`config.mk`:
```
export PLATFORM = sky130hd
export DESIGN_NAME = clock_gen_control_regs
export DESIGN_NICKNAME = d
export VERILOG_FILES = /design/src/clock_gen_pkg.sv /design/src/clock_gen_control_regs.sv /design/src/ctrl_byte_file.sv
export SDC_FILE = /design/constraint.sdc
export NUM_CORES = 1
export LEC_CHECK = 0
export ABC_AREA = 1
export BUFFER_PORTS_ARGS = -buffer_cell sky130_fd_sc_hd__buf_2
export CAP_MARGIN = 0
export CORE_UTILIZATION = 58
export DETAILED_ROUTE_END_ITERATION = 8
export GPL_TIMING_DRIVEN = 0
export PLACE_DENSITY = 0.81
export SYNTH_ARGS = -nofsm -noshare
export SYNTH_HDL_FRONTEND = slang
export SYNTH_HIERARCHICAL = 1
export SYNTH_SLANG_ARGS = --single-unit
```
`constraint.sdc`:
```
create_clock -name clk_in -period 2 [get_ports clk_in]
set_clock_uncertainty 0.05 [all_clocks]
set_input_delay 0.6 -clock clk_in [delete_from_list [all_inputs] [get_ports clk_in]]
set_output_delay 0.6 -clock clk_in [all_outputs]
set_load 0.005 [all_outputs]
```
`src/clock_gen_pkg.sv`:
```
// constants shared by the clock generator control register bank
// assumes a single 20 MHz clock domain and a two-wire serial slave front end
package clock_gen_pkg;

  // eight-bit slave address byte, write form
  localparam logic [7:0] DEV_ADDR = 8'hd2;
  localparam int CMD_SINGLE_BIT = 7;

  // register byte indices
  localparam logic [6:0] IDX_LOOP_DIV = 7'h00;
  localparam logic [6:0] IDX_SPREAD = 7'h01;
  localparam logic [6:0] IDX_OUT_EN = 7'h02;
  localparam logic [6:0] IDX_REF_STOP = 7'h03;
  localparam logic [6:0] IDX_L1_M = 7'h04;
  localparam logic [6:0] IDX_L1_N = 7'h05;
  localparam logic [6:0] IDX_L2_MN = 7'h06;

  // byte count returned first in a block read
  localparam logic [7:0] BLOCK_BYTE_COUNT = 8'h07;

  // power-up values, reserved bits included
  localparam logic [7:0] RST_LOOP_DIV = 8'hef;
  localparam logic [7:0] RST_SPREAD = 8'hc0;
  localparam logic [7:0] RST_OUT_EN = 8'hff;
  localparam logic [7:0] RST_REF_STOP = 8'hf0;

  // bits that a write may change
  localparam logic [7:0] WMASK_LOOP_DIV = 8'hef;
  localparam logic [7:0] WMASK_SPREAD = 8'hf8;
  localparam logic [7:0] WMASK_OUT_EN = 8'hff;
  localparam logic [7:0] WMASK_REF_STOP = 8'h37;

  // field positions
  localparam int BIT_LOOP_ONE_EN = 7;
  localparam int BIT_LOOP_TWO_EN = 6;
  localparam int BIT_LOOP_THREE_EN = 5;
  localparam int BIT_HOST_DIV_EN = 3;
  localparam int BIT_LINK_DIV_EN = 2;
  localparam int BIT_PANEL_DIV_EN = 1;
  localparam int BIT_DISPLAY96_DIV_EN = 0;
  localparam int BIT_LOOP_ONE_SPREAD = 7;
  localparam int BIT_LOOP_THREE_SPREAD = 6;
  localparam int BIT_PROFILE_HI = 5;
  localparam int BIT_PROFILE_LO = 3;
  localparam int BIT_HOST0_EN = 7;
  localparam int BIT_HOST1_EN = 6;
  localparam int BIT_HOST2_EN = 5;
  localparam int BIT_LINK0_EN = 4;
  localparam int BIT_LINK1_EN = 3;
  localparam int BIT_LINK2_EN = 2;
  localparam int BIT_DISPLAY96_EN = 1;
  localparam int BIT_PANEL_EN = 0;
  localparam int BIT_REF_EN = 5;
  localparam int BIT_REF_SLEW = 4;
  localparam int BIT_HOST0_STOPPABLE = 2;
  localparam int BIT_HOST1_STOPPABLE = 1;
  localparam int BIT_HOST2_STOPPABLE = 0;

  // kind of byte being received
  localparam logic [1:0] KIND_ADDR = 2'h0;
  localparam logic [1:0] KIND_CMD = 2'h1;
  localparam logic [1:0] KIND_COUNT = 2'h2;
  localparam logic [1:0] KIND_DATA = 2'h3;

  localparam logic [3:0] BITS_PER_BYTE = 4'h8;
  localparam logic [3:0] LAST_TX_BIT = 4'h7;

  typedef enum logic [4:0] {
    ST_IDLE = 5'b0_0001,
    ST_RX = 5'b0_0010,
    ST_ACK = 5'b0_0100,
    ST_TX = 5'b0_1000,
    ST_RACK = 5'b1_0000
  } link_state_t;

endpackage

```
`src/clock_gen_control_regs.sv`:
```
// two-wire serial slave and control register bank of the clock synthesizer
// assumes scl and sda are already synchronous to clk_in; sda is open drain
`timescale 1ns/100ps
module clock_gen_control_regs (
  input wire logic clk_in,
  input wire logic resetn_in,
  input wire logic scl_in,
  input wire logic sda_in,
  output logic sda_out,
  output logic sda_oe_n_out,
  input wire logic host_clock_stop_n_in,
  input wire logic [7:0] loop_one_m_value_in,
  input wire logic [7:0] loop_one_n_value_in,
  input wire logic [5:0] loop_two_m_value_in,
  input wire logic [1:0] loop_two_n_value_in,
  output logic loop_one_enable_out,
  output logic loop_two_enable_out,
  output logic loop_three_enable_out,
  output logic host_divider_enable_out,
  output logic link_divider_enable_out,
  output logic panel_divider_enable_out,
  output logic display96_divider_enable_out,
  output logic loop_one_spread_enable_out,
  output logic loop_three_spread_enable_out,
  output logic [2:0] loop_three_spread_profile_out,
  output logic host_out0_enable_out,
  output logic host_out1_enable_out,
  output logic host_out2_enable_out,
  output logic link_out0_enable_out,
  output logic link_out1_enable_out,
  output logic link_out2_enable_out,
  output logic display_96m_clock_enable_out,
  output logic panel_video_clock_enable_out,
  output logic reference_enable_out,
  output logic reference_slew_select_out,
  output logic host_out0_stoppable_out,
  output logic host_out1_stoppable_out,
  output logic host_out2_stoppable_out,
  output logic [2:0] host_out_running_out
);

  clock_gen_pkg::link_state_t state_r;
  logic scl_q_r;
  logic sda_q_r;
  logic [7:0] shift_r;
  logic [3:0] bitcnt_r;
  logic [1:0] kind_r;
  logic [6:0] ptr_r;
  logic read_r;
  logic count_due_r;
  logic oe_n_r;
  logic [2:0] running_r;
  logic [7:0] rd_data;
  logic [7:0] loop_div;
  logic [7:0] spread;
  logic [7:0] out_en;
  logic [7:0] ref_stop;

  // pins are synchronous already, so one previous sample is enough for edges
  wire scl_rise = scl_in && !scl_q_r;
  wire scl_fall = !scl_in && scl_q_r;
  wire start_seen = scl_in && scl_q_r && sda_q_r && !sda_in;
  wire stop_seen = scl_in && scl_q_r && !sda_q_r && sda_in;
  wire byte_done = (state_r == clock_gen_pkg::ST_RX) && scl_fall && (bitcnt_r == clock_gen_pkg::BITS_PER_BYTE);
  wire addr_match = (shift_r[7:1] == clock_gen_pkg::DEV_ADDR[7:1]);
  wire cmd_single = shift_r[clock_gen_pkg::CMD_SINGLE_BIT];
  wire wr_en = byte_done && (kind_r == clock_gen_pkg::KIND_DATA) && !read_r;
  // a block read answers with its byte count before register data
  wire [7:0] tx_byte = count_due_r ? clock_gen_pkg::BLOCK_BYTE_COUNT : rd_data;

  ctrl_byte_file u_bytes (
    .clk_in(clk_in),
    .resetn_in(resetn_in),
    .wr_en_in(wr_en),
    .idx_in(ptr_r),
    .wr_data_in(shift_r),
    .loop_one_m_value_in(loop_one_m_value_in),
    .loop_one_n_value_in(loop_one_n_value_in),
    .loop_two_m_value_in(loop_two_m_value_in),
    .loop_two_n_value_in(loop_two_n_value_in),
    .rd_data_out(rd_data),
    .loop_div_out(loop_div),
    .spread_out(spread),
    .out_en_out(out_en),
    .ref_stop_out(ref_stop)
  );

  always_ff @(posedge clk_in or negedge resetn_in)
  begin
    if (!resetn_in)
    begin
      state_r <= clock_gen_pkg::ST_IDLE;
      scl_q_r <= 1'b1;
      sda_q_r <= 1'b1;
      shift_r <= 8'h00;
      bitcnt_r <= 4'h0;
      kind_r <= clock_gen_pkg::KIND_ADDR;
      ptr_r <= 7'h00;
      read_r <= 1'b0;
      count_due_r <= 1'b0;
      oe_n_r <= 1'b1;
    end
    else
    begin
      scl_q_r <= scl_in;
      sda_q_r <= sda_in;
      if (stop_seen)
      begin
        state_r <= clock_gen_pkg::ST_IDLE;
        oe_n_r <= 1'b1;
      end
      else if (start_seen)
      begin
        // repeated start keeps the pointer set by the command byte
        state_r <= clock_gen_pkg::ST_RX;
        kind_r <= clock_gen_pkg::KIND_ADDR;
        bitcnt_r <= 4'h0;
        oe_n_r <= 1'b1;
      end
      else
      begin
        unique case (state_r)
          clock_gen_pkg::ST_IDLE:
          begin
            oe_n_r <= 1'b1;
          end
          clock_gen_pkg::ST_RX:
          begin
            if (scl_rise)
            begin
              shift_r <= {shift_r[6:0], sda_in};
              bitcnt_r <= bitcnt_r + 4'h1;
            end
            else if (byte_done)
            begin
              if (kind_r == clock_gen_pkg::KIND_ADDR && !addr_match)
                state_r <= clock_gen_pkg::ST_IDLE;
              else
              begin
                state_r <= clock_gen_pkg::ST_ACK;
                oe_n_r <= 1'b0;
              end
              unique case (kind_r)
                clock_gen_pkg::KIND_ADDR:
                begin
                  read_r <= shift_r[0];
                  // only a block command arms the count byte, so a byte read of index 0 gets data
                  count_due_r <= shift_r[0] && count_due_r;
                  kind_r <= clock_gen_pkg::KIND_CMD;
                end
                clock_gen_pkg::KIND_CMD:
                begin
                  ptr_r <= cmd_single ? shift_r[6:0] : 7'h00;
                  kind_r <= cmd_single ? clock_gen_pkg::KIND_DATA : clock_gen_pkg::KIND_COUNT;
                  count_due_r <= !cmd_single;
                end
                clock_gen_pkg::KIND_COUNT:
                begin
                  kind_r <= clock_gen_pkg::KIND_DATA;
                end
                clock_gen_pkg::KIND_DATA:
                begin
                  ptr_r <= ptr_r + 7'h01;
                end
              endcase
            end
          end
          clock_gen_pkg::ST_ACK, clock_gen_pkg::ST_RACK:
          begin
            if (state_r == clock_gen_pkg::ST_RACK && scl_rise && sda_in)
              state_r <= clock_gen_pkg::ST_IDLE;
            else if (scl_fall)
            begin
              bitcnt_r <= 4'h0;
              if (read_r)
              begin
                state_r <= clock_gen_pkg::ST_TX;
                shift_r <= tx_byte;
                oe_n_r <= tx_byte[7];
                count_due_r <= 1'b0;
                if (!count_due_r)
                  ptr_r <= ptr_r + 7'h01;
              end
              else
              begin
                state_r <= clock_gen_pkg::ST_RX;
                oe_n_r <= 1'b1;
              end
            end
          end
          clock_gen_pkg::ST_TX:
          begin
            if (scl_fall)
            begin
              if (bitcnt_r == clock_gen_pkg::LAST_TX_BIT)
              begin
                state_r <= clock_gen_pkg::ST_RACK;
                oe_n_r <= 1'b1;
              end
              else
              begin
                shift_r <= {shift_r[6:0], 1'b0};
                oe_n_r <= shift_r[6];
                bitcnt_r <= bitcnt_r + 4'h1;
              end
            end
          end
          default:
          begin
            state_r <= clock_gen_pkg::ST_IDLE;
            oe_n_r <= 1'b1;
          end
        endcase
      end
    end
  end

  // a stoppable host output halts while the stop input is low
  always_ff @(posedge clk_in or negedge resetn_in)
  begin
    if (!resetn_in)
      running_r <= 3'h7;
    else
    begin
      running_r[0] <= out_en[clock_gen_pkg::BIT_HOST0_EN] &&
                      !(ref_stop[clock_gen_pkg::BIT_HOST0_STOPPABLE] && !host_clock_stop_n_in);
      running_r[1] <= out_en[clock_gen_pkg::BIT_HOST1_EN] &&
                      !(ref_stop[clock_gen_pkg::BIT_HOST1_STOPPABLE] && !host_clock_stop_n_in);
      running_r[2] <= out_en[clock_gen_pkg::BIT_HOST2_EN] &&
                      !(ref_stop[clock_gen_pkg::BIT_HOST2_STOPPABLE] && !host_clock_stop_n_in);
    end
  end

  // sda only ever pulls low; the level is fixed so the enable carries the data
  always_ff @(posedge clk_in or negedge resetn_in)
  begin
    if (!resetn_in)
      sda_out <= 1'b0;
    else
      sda_out <= 1'b0;
  end

  assign sda_oe_n_out = oe_n_r;
  assign host_out_running_out = running_r;
  assign loop_one_enable_out = loop_div[clock_gen_pkg::BIT_LOOP_ONE_EN];
  assign loop_two_enable_out = loop_div[clock_gen_pkg::BIT_LOOP_TWO_EN];
  assign loop_three_enable_out = loop_div[clock_gen_pkg::BIT_LOOP_THREE_EN];
  assign host_divider_enable_out = loop_div[clock_gen_pkg::BIT_HOST_DIV_EN];
  assign link_divider_enable_out = loop_div[clock_gen_pkg::BIT_LINK_DIV_EN];
  assign panel_divider_enable_out = loop_div[clock_gen_pkg::BIT_PANEL_DIV_EN];
  assign display96_divider_enable_out = loop_div[clock_gen_pkg::BIT_DISPLAY96_DIV_EN];
  assign loop_one_spread_enable_out = spread[clock_gen_pkg::BIT_LOOP_ONE_SPREAD];
  assign loop_three_spread_enable_out = spread[clock_gen_pkg::BIT_LOOP_THREE_SPREAD];
  assign loop_three_spread_profile_out = spread[clock_gen_pkg::BIT_PROFILE_HI:clock_gen_pkg::BIT_PROFILE_LO];
  assign host_out0_enable_out = out_en[clock_gen_pkg::BIT_HOST0_EN];
  assign host_out1_enable_out = out_en[clock_gen_pkg::BIT_HOST1_EN];
  assign host_out2_enable_out = out_en[clock_gen_pkg::BIT_HOST2_EN];
  assign link_out0_enable_out = out_en[clock_gen_pkg::BIT_LINK0_EN];
  assign link_out1_enable_out = out_en[clock_gen_pkg::BIT_LINK1_EN];
  assign link_out2_enable_out = out_en[clock_gen_pkg::BIT_LINK2_EN];
  assign display_96m_clock_enable_out = out_en[clock_gen_pkg::BIT_DISPLAY96_EN];
  assign panel_video_clock_enable_out = out_en[clock_gen_pkg::BIT_PANEL_EN];
  assign reference_enable_out = ref_stop[clock_gen_pkg::BIT_REF_EN];
  assign reference_slew_select_out = ref_stop[clock_gen_pkg::BIT_REF_SLEW];
  assign host_out0_stoppable_out = ref_stop[clock_gen_pkg::BIT_HOST0_STOPPABLE];
  assign host_out1_stoppable_out = ref_stop[clock_gen_pkg::BIT_HOST1_STOPPABLE];
  assign host_out2_stoppable_out = ref_stop[clock_gen_pkg::BIT_HOST2_STOPPABLE];

endmodule

```
`src/ctrl_byte_file.sv`:
```
// register bytes 0 to 6: four writable control bytes and three hardware bytes
// assumes write strobes and indices come from the serial slave in the same clock domain
`timescale 1ns/100ps
module ctrl_byte_file (
  input wire logic clk_in,
  input wire logic resetn_in,
  input wire logic wr_en_in,
  input wire logic [6:0] idx_in,
  input wire logic [7:0] wr_data_in,
  input wire logic [7:0] loop_one_m_value_in,
  input wire logic [7:0] loop_one_n_value_in,
  input wire logic [5:0] loop_two_m_value_in,
  input wire logic [1:0] loop_two_n_value_in,
  output logic [7:0] rd_data_out,
  output logic [7:0] loop_div_out,
  output logic [7:0] spread_out,
  output logic [7:0] out_en_out,
  output logic [7:0] ref_stop_out
);

  logic [7:0] loop_div_r;
  logic [7:0] spread_r;
  logic [7:0] out_en_r;
  logic [7:0] ref_stop_r;

  // reserved bits keep their power-up value whatever is written
  function automatic logic [7:0] merge(input logic [7:0] old, input logic [7:0] data, input logic [7:0] mask);
    merge = (old & ~mask) | (data & mask);
  endfunction

  wire hit_loop_div = wr_en_in && (idx_in == clock_gen_pkg::IDX_LOOP_DIV);
  wire hit_spread = wr_en_in && (idx_in == clock_gen_pkg::IDX_SPREAD);
  wire hit_out_en = wr_en_in && (idx_in == clock_gen_pkg::IDX_OUT_EN);
  wire hit_ref_stop = wr_en_in && (idx_in == clock_gen_pkg::IDX_REF_STOP);

  always_ff @(posedge clk_in or negedge resetn_in)
  begin
    if (!resetn_in)
    begin
      loop_div_r <= clock_gen_pkg::RST_LOOP_DIV;
      spread_r <= clock_gen_pkg::RST_SPREAD;
      out_en_r <= clock_gen_pkg::RST_OUT_EN;
      ref_stop_r <= clock_gen_pkg::RST_REF_STOP;
    end
    else
    begin
      if (hit_loop_div)
        loop_div_r <= merge(loop_div_r, wr_data_in, clock_gen_pkg::WMASK_LOOP_DIV);
      if (hit_spread)
        spread_r <= merge(spread_r, wr_data_in, clock_gen_pkg::WMASK_SPREAD);
      if (hit_out_en)
        out_en_r <= merge(out_en_r, wr_data_in, clock_gen_pkg::WMASK_OUT_EN);
      if (hit_ref_stop)
        ref_stop_r <= merge(ref_stop_r, wr_data_in, clock_gen_pkg::WMASK_REF_STOP);
    end
  end

  // bytes past the covered range read as zero
  always_comb
  begin
    unique case (idx_in)
      clock_gen_pkg::IDX_LOOP_DIV: rd_data_out = loop_div_r;
      clock_gen_pkg::IDX_SPREAD: rd_data_out = spread_r;
      clock_gen_pkg::IDX_OUT_EN: rd_data_out = out_en_r;
      clock_gen_pkg::IDX_REF_STOP: rd_data_out = ref_stop_r;
      clock_gen_pkg::IDX_L1_M: rd_data_out = loop_one_m_value_in;
      clock_gen_pkg::IDX_L1_N: rd_data_out = loop_one_n_value_in;
      clock_gen_pkg::IDX_L2_MN: rd_data_out = {loop_two_n_value_in[0], loop_two_n_value_in[1],
                                               loop_two_m_value_in};
      default: rd_data_out = 8'h00;
    endcase
  end

  assign loop_div_out = loop_div_r;
  assign spread_out = spread_r;
  assign out_en_out = out_en_r;
  assign ref_stop_out = ref_stop_r;

endmodule

```
Word-level counts from Yosys, hierarchy flattened
Cells that the tools add are included.
{ "totals": {"reg_bits": 66, "input_bits": 29, "output_inout_bits": 30} }
{ "op_classes": {"addsub": 2, "n_eq_ne": 43, "mux": 60, "bitwise": 6, "reduce_logical": 53} }
{ "ops": {"columns": ["cell", "count"], "rows": [
  ["8-bit 2-to-1 mux", 7],
  ["8-bit case mux with 7 select lines", 1],
  ["7-bit 2-to-1 mux", 7],
  ["5-bit 2-to-1 mux", 8],
  ["4-bit 2-to-1 mux", 7],
  ["4-bit inequality test (second input constant)", 7],
  ["7-bit case mux with 2 select lines", 2],
  ["1-bit logical AND", 25],
  ["8-bit case mux with 3 select lines", 1],
  ["7-bit by 3-bit == test with 1-bit output (second input constant)", 3],
  ["5-bit case mux with 4 select lines", 1],
  ["2-bit inequality test (second input constant)", 9],
  ["3-bit inequality test (second input constant)", 6],
  ["6-bit AND reduction", 3],
  ["9-bit AND reduction", 2],
  ["1-bit 2-to-1 mux", 16],
  ["7-bit by 2-bit == test with 1-bit output (second input constant)", 2],
  ["4-bit case mux with 3 select lines", 1],
  ["1-bit logical NOT", 11],
  ["10-bit AND reduction", 1],
  ["2-bit 2-to-1 mux", 4],
  ["3-bit by 8-bit OR with 8-bit output", 1],
  ["5-bit by 8-bit OR with 8-bit output", 1],
  ["8-bit by 6-bit OR with 8-bit output", 1],
  ["29 further kinds", 37]
]} }

Longest topological paths before layout
Gate-level depths: netlist of run 1.
{ "logic_depth": {"depth_word": 9, "mapped_depth": 17, "depth_no_buf": 15} }

Cells and area by module
The synthesis of run 1 kept the hierarchy.
{ "modules_own_cells": {"columns": ["module", "n_inst", "cells_per_inst", "area_per_inst_um2"], "rows": [
  ["clock_gen_control_regs", 1, 331, 2311.0],
  ["ctrl_byte_file", 1, 244, 1721.7]
]} }

Worst setup path after synthesis of run 1
No wires, ideal clock.
{ "synth_timing": {"kind": "input -> register", "startpoint": "input port scl_in", "endpoint": "register u_bytes.ref_stop_r[0] (netlist: u_bytes/ref_stop_out[0])", "arrival_ps": 1660, "slack_ps": 167, "cell_stages": 9, "path_buffers": 1, "cell_sequence": "inv_1 nand2_1 nor2_1 nand2_1 nor3_1 inv_2 clkbuf_1 o21ai_0 nand2_1"} }
{ "synth_between": {"elab_chain_cells": 7} }
{ "synth_rtl": {"columns": ["item", "line_no", "text"], "rows": [
  ["from (decl)", "clock_gen_control_regs.sv:7", "input wire logic scl_in,"],
  ["1-bit logical NOT", "clock_gen_control_regs.sv:61", "wire scl_fall = !scl_in && scl_q_r;"],
  ["1-bit logical AND", "clock_gen_control_regs.sv:61", null],
  ["1-bit logical AND (2 in series)", "clock_gen_control_regs.sv:64", "wire byte_done = (state_r == clock_gen_pkg::ST_RX) && scl_fall && (bitcnt_r == clock_gen_pkg::BITS_PER_BYTE);"],
  ["1-bit logical AND (2 in series)", "clock_gen_control_regs.sv:67", "wire wr_en = byte_done && (kind_r == clock_gen_pkg::KIND_DATA) && !read_r;"],
  ["via wr_en", "clock_gen_control_regs.sv:67", null],
  ["1-bit logical AND", "ctrl_byte_file.sv:34", "wire hit_ref_stop = wr_en_in && (idx_in == clock_gen_pkg::IDX_REF_STOP);"],
  ["to (signal assigned)", "ctrl_byte_file.sv:43", "ref_stop_r <= clock_gen_pkg::RST_REF_STOP;"],
  ["to (signal assigned)", "ctrl_byte_file.sv:54", "ref_stop_r <= merge(ref_stop_r, wr_data_in, clock_gen_pkg::WMASK_REF_STOP);"],
  ["to (decl)", "ctrl_byte_file.sv:24", "logic [7:0] ref_stop_r;"]
]} }
The timed path passes the listed nets, and every way through them passes these cells.
A chain may end at the register's enable or synchronous reset.

Final worst setup path of run 1
{ "layout_timing": {"startpoint": "register ptr_r[4]", "endpoint": "register shift_r[3]"} }
{ "layout_between": {"elab_chain_cells": 7, "word_cells_on_any_way": 13} }
{ "layout_rtl": {"columns": ["item", "line_no", "text"], "rows": [
  ["from (decl)", "clock_gen_control_regs.sv:48", "logic [6:0] ptr_r;"],
  ["from (signal assigned)", "clock_gen_control_regs.sv:153", "ptr_r <= cmd_single ? shift_r[6:0] : 7'h00;"],
  ["from (signal assigned)", "clock_gen_control_regs.sv:163", "ptr_r <= ptr_r + 7'h01;"],
  ["from (signal assigned)", "clock_gen_control_regs.sv:182", "ptr_r <= ptr_r + 7'h01;"],
  ["7-bit by 3-bit == test with 1-bit output (tied with other cells)", "ctrl_byte_file.sv:61", "unique case (idx_in)"],
  ["8-bit case mux with 7 select lines (*)", "ctrl_byte_file.sv:61", null],
  ["via rd_data[3]", "clock_gen_control_regs.sv:53", "logic [7:0] rd_data;"],
  ["8-bit 2-to-1 mux (*)", "clock_gen_control_regs.sv:69", "wire [7:0] tx_byte = count_due_r ? clock_gen_pkg::BLOCK_BYTE_COUNT : rd_data;"],
  ["8-bit 2-to-1 mux (*)", "clock_gen_control_regs.sv:175", "if (read_r)"],
  ["8-bit 2-to-1 mux (*)", "clock_gen_control_regs.sv:172", "else if (scl_fall)"],
  ["8-bit 2-to-1 mux (*)", "clock_gen_control_regs.sv:170", "if (state_r == clock_gen_pkg::ST_RACK && scl_rise && sda_in)"],
  ["8-bit case mux with 3 select lines (*)", "clock_gen_control_regs.sv:122", "unique case (state_r)"],
  ["to (signal assigned)", "clock_gen_control_regs.sv:131", "shift_r <= {shift_r[6:0], sda_in};"],
  ["to (signal assigned)", "clock_gen_control_regs.sv:178", "shift_r <= tx_byte;"],
  ["to (signal assigned)", "clock_gen_control_regs.sv:202", "shift_r <= {shift_r[6:0], 1'b0};"],
  ["to (decl)", "clock_gen_control_regs.sv:45", "logic [7:0] shift_r;"]
]} }
Mark *: on every way through the listed nets, which the timed path passes. The rest lies on a longest branch. The select of a mux whose other input is x is not followed.

==> results of run 1 <==
[worst max path at each step]
| stage | start | to | slack (ns) | depth (start not counted) |
|---|---|---|---|---|
| floorplan | scl_in | u_bytes/ref_stop_out[0]$_DFFE_PN0P_ | 0.17 | 9 |
| global placement | scl_in | u_bytes/ref_stop_out[0]$_DFFE_PN0P_ | -0.24 | 10 |
| detailed placement | scl_in | u_bytes/out_en_out[7]$_DFFE_PN1P_ | -0.28 | 10 |
| CTS | ptr_r[4]$_DFFE_PN0P_ | sda_oe_n_out$_DFFE_PN1P_ | 0.002 | 17 |
| global route | ptr_r[1]$_DFFE_PN0P_ | sda_oe_n_out$_DFFE_PN1P_ | -0.04 | 15 |
| finish | ptr_r[4]$_DFFE_PN0P_ | shift_r[3]$_DFFE_PN0P_ | 0.05 | 13 |
[placed cells by master, fill, tap and decap left out, drive strengths merged]
cell type and instances:
xnor2 2, nand4 3, nor3 5, nor2 73
clkinvlp 3, conb 1, dfstp 26, dfrtp 33
o21ai 49, nor3b 1, nand2 202, ha 7
clkbuf 12, inv 51, a22oi 4, or2 1
xor2 5, o22ai 2, clkinv 1, o211ai 1
nand3b 3, buf 98, bufinv 1, nand3 75
a21oi 6, a21boi 3, nor2b 1
[state kept, by name (all words and copies together), names as in the netlist]
name and flops:
shift_r 8, u_bytes/out_en_out 8, ptr_r 7, u_bytes/loop_div_out 7, state_r 5, u_bytes/ref_stop_out 5
u_bytes/spread_out 5, bitcnt_r 4, host_out_running_out 3, kind_r 2, count_due_r 1, read_r 1
scl_q_r 1, sda_oe_n_out 1, sda_q_r 1
[critical path, cell delays in order, from the launching register on]
cell and delay (ns):
dfrtp_1 0.39, inv_2 0.06, nand2_4 0.09, nor2_8 0.05, buf_12 0.14, buf_8 0.13
buf_4 0.13, buf_4 0.13, nand3_1 0.08, nand2_1 0.05, nor2_1 0.16, nand2_1 0.12
a22oi_1 0.17, o21ai_1 0.08
[power by group through the flow]
stage / registers [mW] / clock network (mW) / logic, mW
floorplan: 1.50 / 0 / 0.704
global placement: 1.58 / 0 / 0.901
detailed placement: 1.59 / 0 / 0.934
CTS: 1.56 / 1.16 / 0.954
global route: 1.59 / 1.21 / 1.27
finish: 1.57 / 1.16 / 1.14
[metal layers]
| metal | part of all wire | GRT usage | wire length [um] | vias up |
|---|---|---|---|---|
| li1 | - | - | - | 2017 |
| met3 | 0.082 | 0.07670 | 959 | 39 |
| met5 | 0 | 0 | 0 | - |
| met2 | 0.49 | 0.5669 | 5780 | 228 |
| met1 | 0.39 | 0.3863 | 4573 | 1960 |
| met4 | 0.033 | 0.1325 | 391 | 0 |
[through the flow]
| step | util | setup slack (ns) |
|---|---|---|
| 2_1_floorplan | - | 0.1669 |
| 3_3_place_gp | 0.6704 | -0.2442 |
| 3_5_place_dp | 0.6704 | -0.2771 |
| 4_1_cts | 0.7085 | 0.002231 |
| 5_1_grt | 0.7553 | -0.04418 |
| 6_report | 0.7553 | 0.04535 |
[repair_timing]
item	4_1_cts	5_1_grt
setup endpoints to repair	21	37
hold buffers	0	0
pin swaps	0	16
setup buffers	3	27
gates resized for setup	6	36
[final cells by class]
cell class	instances	area [um2]	area share
buffer	12	127.6	0.02601
clock buffer	11	151.4	0.03086
clock inverter	5	61.31	0.01250
inverter	51	191.4	0.03902
multi-input combinational	444	2253	0.4593
sequential	59	1511	0.3081
tap	77	96.34	0.01964
timing repair buffer	87	513.0	0.1046
==> out/results.txt, run 1 <==
Outcome -> finished, violations left
Failing checks -> DRC
Antenna violations before repair -> 0
Inst Count DP -> 700
Peak VDD IR -> 0.0005652 V
Worst Path Required -> 2.18 ns
Max-cap violations -> 0
Vias in the first global route -> 3867
P_int -> 2.404 mW
Io pins -> 59
Worst endpoint data arrival time -> 2.14 ns
TritonCTS clock tree -> done
Clock buffer count from CTS -> 9
Die area -> 7184 um2
Total negative setup slack -> 0 ns
Max-slew headroom -> 0.5098
Starting Density -> 0.6116
Cell area after technology mapping -> 3973 um2
Post-DP Area -> 4354 um2
Combinational fraction of design power -> 0.295
Ant diodes -> 0
DRC -> 8
Starting DRT DRC Count -> 376
Cell Pwr Density -> 789.6 nW/um2
First-pass GRT wire length -> 18.10 mm
Final setup vio count -> 0
Clock Sinks -> 59
Fmax -> 511.6 MHz
CP endpoint kind -> flip-flop
Clock-pin slew on the worst setup and hold paths -> 0.07 ns
Reg2reg setup slack -> 0.05 ns
Routability congestion estimate -> 0.9316
Slew Viols, Final -> 0
R2R Path End -> shift_r[3]$_DFFE_PN0P_
Leakage -> 2.578 nW
Via/cell ratio -> 5.689
Syn_area_per_cell -> 7.019 um2
WL final -> 11.71 mm
Design area -> 4906 um2
# rows -> 29
DR WL/cell -> 15.69 um
Worst-Margin Slew -> 0.7353 ns
Total global routing track utilization -> 0.3250
Beginning of the worst register-to-register path -> ptr_r[4]$_DFFE_PN0P_
Crit Path Class -> flip-flop to flip-flop
Power, Total -> 3.874 mW
DR pass1 iterations -> 9
Post-synthesis cell count -> 566
P&R area growth vs syn -> 23.50%
NetSw -> 1.469 mW
Antenna Nets Post-Route -> 0
Layout cells sized above 1 -> 0.3019
Die width -> 84.76 um
Core area -> 6495 um2
Worst skew pair latency -> 0.35 ns
Sequential Power Share -> 0.406
Clock root buffer -> clkbuf_8
R2R depth -> 13
Clock network fraction of total power -> 0.298
Port Buf Inserts -> 57
Total congestion overflow -> 0
Switching Share -> 0.3793
CP startpoint kind -> flip-flop
Worst min path class -> input pin to async pin
Clock Path Buffers -> 2
Largest net degree at the start of global routing -> 60
CTS H-tree depth -> 3
Hold Slack -> 0.2500 ns
Final instance count without filler cells -> 746
Period minus WS final -> 1.955 ns
# fillers -> 511
Final critical-path share of the clock period -> 0.9773
Layout Nets -> 700
Largest fanout on the critical path -> 7
Yosys warning count -> 6
Final hold violations -> 0
Post-DP HPWL -> 7.932 mm
Net count after synthesis -> 602
Vias -> 4244
DIE HEIGHT -> 84.76 um
Note: power is estimated with default switching activity, not from simulation.
==> run 2: changes to the inputs <==
--- a/config.mk
+++ b/config.mk
@@ -5,13 +5,12 @@
 export SDC_FILE = /design/constraint.sdc
 export NUM_CORES = 1
 export LEC_CHECK = 0
-export ABC_AREA = 1
 export BUFFER_PORTS_ARGS = -buffer_cell sky130_fd_sc_hd__buf_2
 export CAP_MARGIN = 0
-export CORE_UTILIZATION = 58
+export CORE_UTILIZATION = 57
 export DETAILED_ROUTE_END_ITERATION = 8
 export GPL_TIMING_DRIVEN = 0
-export PLACE_DENSITY = 0.81
+export PLACE_DENSITY = 0.8
 export SYNTH_ARGS = -nofsm -noshare
 export SYNTH_HDL_FRONTEND = slang
 export SYNTH_HIERARCHICAL = 1
==> out/results.txt, run 2 <==
Outcome -> finished, violations left (unchanged)
Failing checks -> setup timing (was DRC)
Layout cells sized above 1 -> 0.5152 (was 0.3019)
Cell Pwr Density -> 722.9 nW/um2 (was 789.6 nW/um2)
Inst Count DP -> 487 (was 700)
CP Launch Point -> state_r[2]$_DFFE_PN0P_ (was ptr_r[4]$_DFFE_PN0P_)
Clock network fraction of total power -> 0.295 (was 0.298)
Worst-Margin Slew -> 0.7448 ns (was 0.7353 ns)
Combinational fraction of design power -> 0.239 (was 0.295)
Clock buffer count from CTS -> 9 (unchanged)
Post-DP Area -> 4026 um2 (was 4354 um2)
Routability congestion estimate -> 0.9246 (was 0.9316)
Period minus WS final -> 2.321 ns (was 1.955 ns)
Final core utilization -> 0.7972 (was 0.7553)
Slowest CP cell -> dfrtp_1 (unchanged)
Post-synthesis cell count -> 355 (was 566)
CTS H-tree depth -> 3 (unchanged)
CP startpoint kind -> flip-flop (unchanged)
Syn_area_per_cell -> 10.09 um2 (was 7.019 um2)
# fillers -> 365 (was 511)
Biggest cell delay along the critical path -> 0.38 ns (was 0.39 ns)
Peak VDD IR -> 0.0006182 V (was 0.0005652 V)
DR WL/cell -> 20.34 um (was 15.69 um)
CP endpoint kind -> flip-flop (unchanged)
Net count after synthesis -> 391 (was 602)
Sequential Power Share -> 0.467 (was 0.406)
Post-DP HPWL -> 6.637 mm (was 7.932 mm)
Cell area after technology mapping -> 3582 um2 (was 3973 um2)
TritonCTS clock tree -> done (unchanged)
Crit-path leading delay family -> simple AND/OR/NAND/NOR gates (was buffers and inverters)
Die width -> 81.28 um (was 84.76 um)
Worst min path class -> input pin to async pin (unchanged)
Clock-pin slew on the worst setup and hold paths -> 0.07 ns (about the same)
CP Buf/Inv Count -> 2 (was 5)
Hold Slack -> 0.2674 ns (was 0.2500 ns)
DRC -> 0 (was 8)
Clock Sinks -> 59 (unchanged)
DR pass1 iterations -> 5 (was 9)
Antenna Nets Post-Route -> 0 (unchanged)
Vias -> 3486 (was 4244)
P_int -> 2.230 mW (was 2.404 mW)
Beginning of the worst register-to-register path -> state_r[2]$_DFFE_PN0P_ (was ptr_r[4]$_DFFE_PN0P_)
Yosys warning count -> 6 (unchanged)
Design area -> 4776 um2 (was 4906 um2)
Starting DRT DRC Count -> 394 (was 376)
Final instance count without filler cells -> 537 (was 746)
Worst setup margin -> -0.3209 ns (was 0.04535 ns)
Port Buf Inserts -> 57 (unchanged)
Worst skew pair latency -> 0.35 ns (about the same)
Total global routing track utilization -> 0.3107 (was 0.3250)
Via/cell ratio -> 6.492 (was 5.689)
Max-cap violations -> 0 (unchanged)
Max-slew headroom -> 0.5035 (was 0.5098)
NetSw -> 1.223 mW (was 1.469 mW)
Largest fanout on the critical path -> 8 (was 7)
Most common cell on crit path -> buf_6
Die area -> 6606 um2 (was 7184 um2)
Final hold violations -> 0 (unchanged)
Final critical-path share of the clock period -> 1.160 (was 0.9773)
WL final -> 10.92 mm (was 11.71 mm)
Largest net degree at the start of global routing -> 60 (unchanged)
Ant diodes -> 0 (unchanged)
Most common cell after layout, fill and taps aside -> buf_2 (was nand2_1)
Io pins -> 59 (unchanged)
Worst endpoint data arrival time -> 2.54 ns (was 2.14 ns)
DIE HEIGHT -> 81.28 um (was 84.76 um)
Slew Viols, Final -> 0 (unchanged)
Leakage -> 2.109 nW (was 2.578 nW)
Fmax -> 430.9 MHz (was 511.6 MHz)
Vias in the first global route -> 3001 (was 3867)
# rows -> 28 (was 29)
Clock root buffer -> clkbuf_8 (unchanged)
Total congestion overflow -> 0 (unchanged)
P&R area growth vs syn -> 33.32% (was 23.50%)
Final setup vio count -> 44 (was 0)
RSZ-0062 raised after global routing -> yes
Switching Share -> 0.3542 (was 0.3793)
Worst Path Required -> 2.22 ns (was 2.18 ns)
Layout Nets -> 493 (was 700)
First-pass GRT wire length -> 15.08 mm (was 18.10 mm)
Most frequent cells in the layout -> buf_2 (59), buf_4 (33), dfrtp_1 (31) (was nand2_1 (187), nand3_1 (73), buf_2 (58))
Cells along the critical path -> buf_6, nor4_4, nand2_2, nor3_4, and3_4, nor3b_4, buf_6, nand2_4, mux2_4 (was inv_2, nand2_4, nor2_8, buf_12, buf_8, buf_4, buf_4, nand3_1, nand2_1, nor2_1, nand2_1, a22oi_1, o21ai_1)
Starting Density -> 0.5980 (was 0.6116)
Crit Path Class -> flip-flop to flip-flop (unchanged)
Clock Path Buffers -> 2 (unchanged)
Power, Total -> 3.453 mW (was 3.874 mW)
Antenna violations before repair -> 0 (unchanged)
Core area -> 5991 um2 (was 6495 um2)
## run 2: metal layers
metal,track usage,up-vias,share of wire
met5,0,-,0
met4,0.1036,0,0.028
met3,0.07640,45,0.083
met2,0.4700,222,0.47
met1,0.4325,1687,0.42
li1,-,1532,-
## run 2: worst paths after layout
check | to | slack (ns) | cells past startpoint
min reg2reg | host_out_running_out[2]$_DFF_PN1_ | 0.45 | 1
max in group asynchronous | ptr_r[2]$_DFFE_PN0P_ | 1.11 | 1
min in group clk_in | scl_q_r$_DFF_PN1_ | 0.36 | 1
max reg2reg | u_bytes/out_en_out[6]$_DFFE_PN1P_ | -0.32 | 9
min | bitcnt_r[2]$_DFFE_PN0P_ | 0.27 | 1
max | u_bytes/out_en_out[6]$_DFFE_PN1P_ | -0.32 | 9
## run 2: layout make-up
type / instances / area, um2 / share of cell area
multi-input combinational: 264 / 2216 / 0.4640
sequential: 59 / 1511 / 0.3165
timing repair buffer: 91 / 566.8 / 0.1187
clock buffer: 12 / 155.1 / 0.03249
buffer: 17 / 151.4 / 0.03170
tap: 75 / 93.84 / 0.01965
inverter: 15 / 56.30 / 0.01179
clock inverter: 4 / 25.02 / 0.005240
## run 2: worst register-to-register path, delay by kind of cell, from the launching register on
kind / cells / cell delay [ns]
buffers and inverters: 2 / 0.29
AND/OR/NAND/NOR: 6 / 1.19
flip-flops: 1 / 0.38
multiplexers: 1 / 0.33
## run 2: timing repair
action | 4_1_cts | 5_1_grt
setup buffers | 14 | 18
pin swaps | 9 | 17
hold buffers | 0 | 0
hold endpoints to repair | 0 | 0
setup endpoints to repair | 49 | 49
resized for setup | 31 | 57
cloned | 1 | 1
## run 2: per-stage QoR
step / setup slack [ns] / TNS, ns
floorplan: -0.06280 / -1.289
global placement: -0.4140 / -16.38
detailed placement: -0.4139 / -16.49
CTS: -0.2463 / -7.777
global route: -0.3691 / -11.82
finish: -0.3209 / -9.055
## run 2: power by group through the flow
stage	sequential (mW)	clock, mW	combinational (mW)
after floorplan	1.49	0	0.478
after global placement	1.60	0	0.617
after detailed placement	1.61	0	0.633
after CTS	1.59	1.02	0.691
after global routing	1.62	1.07	0.892
final	1.61	1.02	0.825
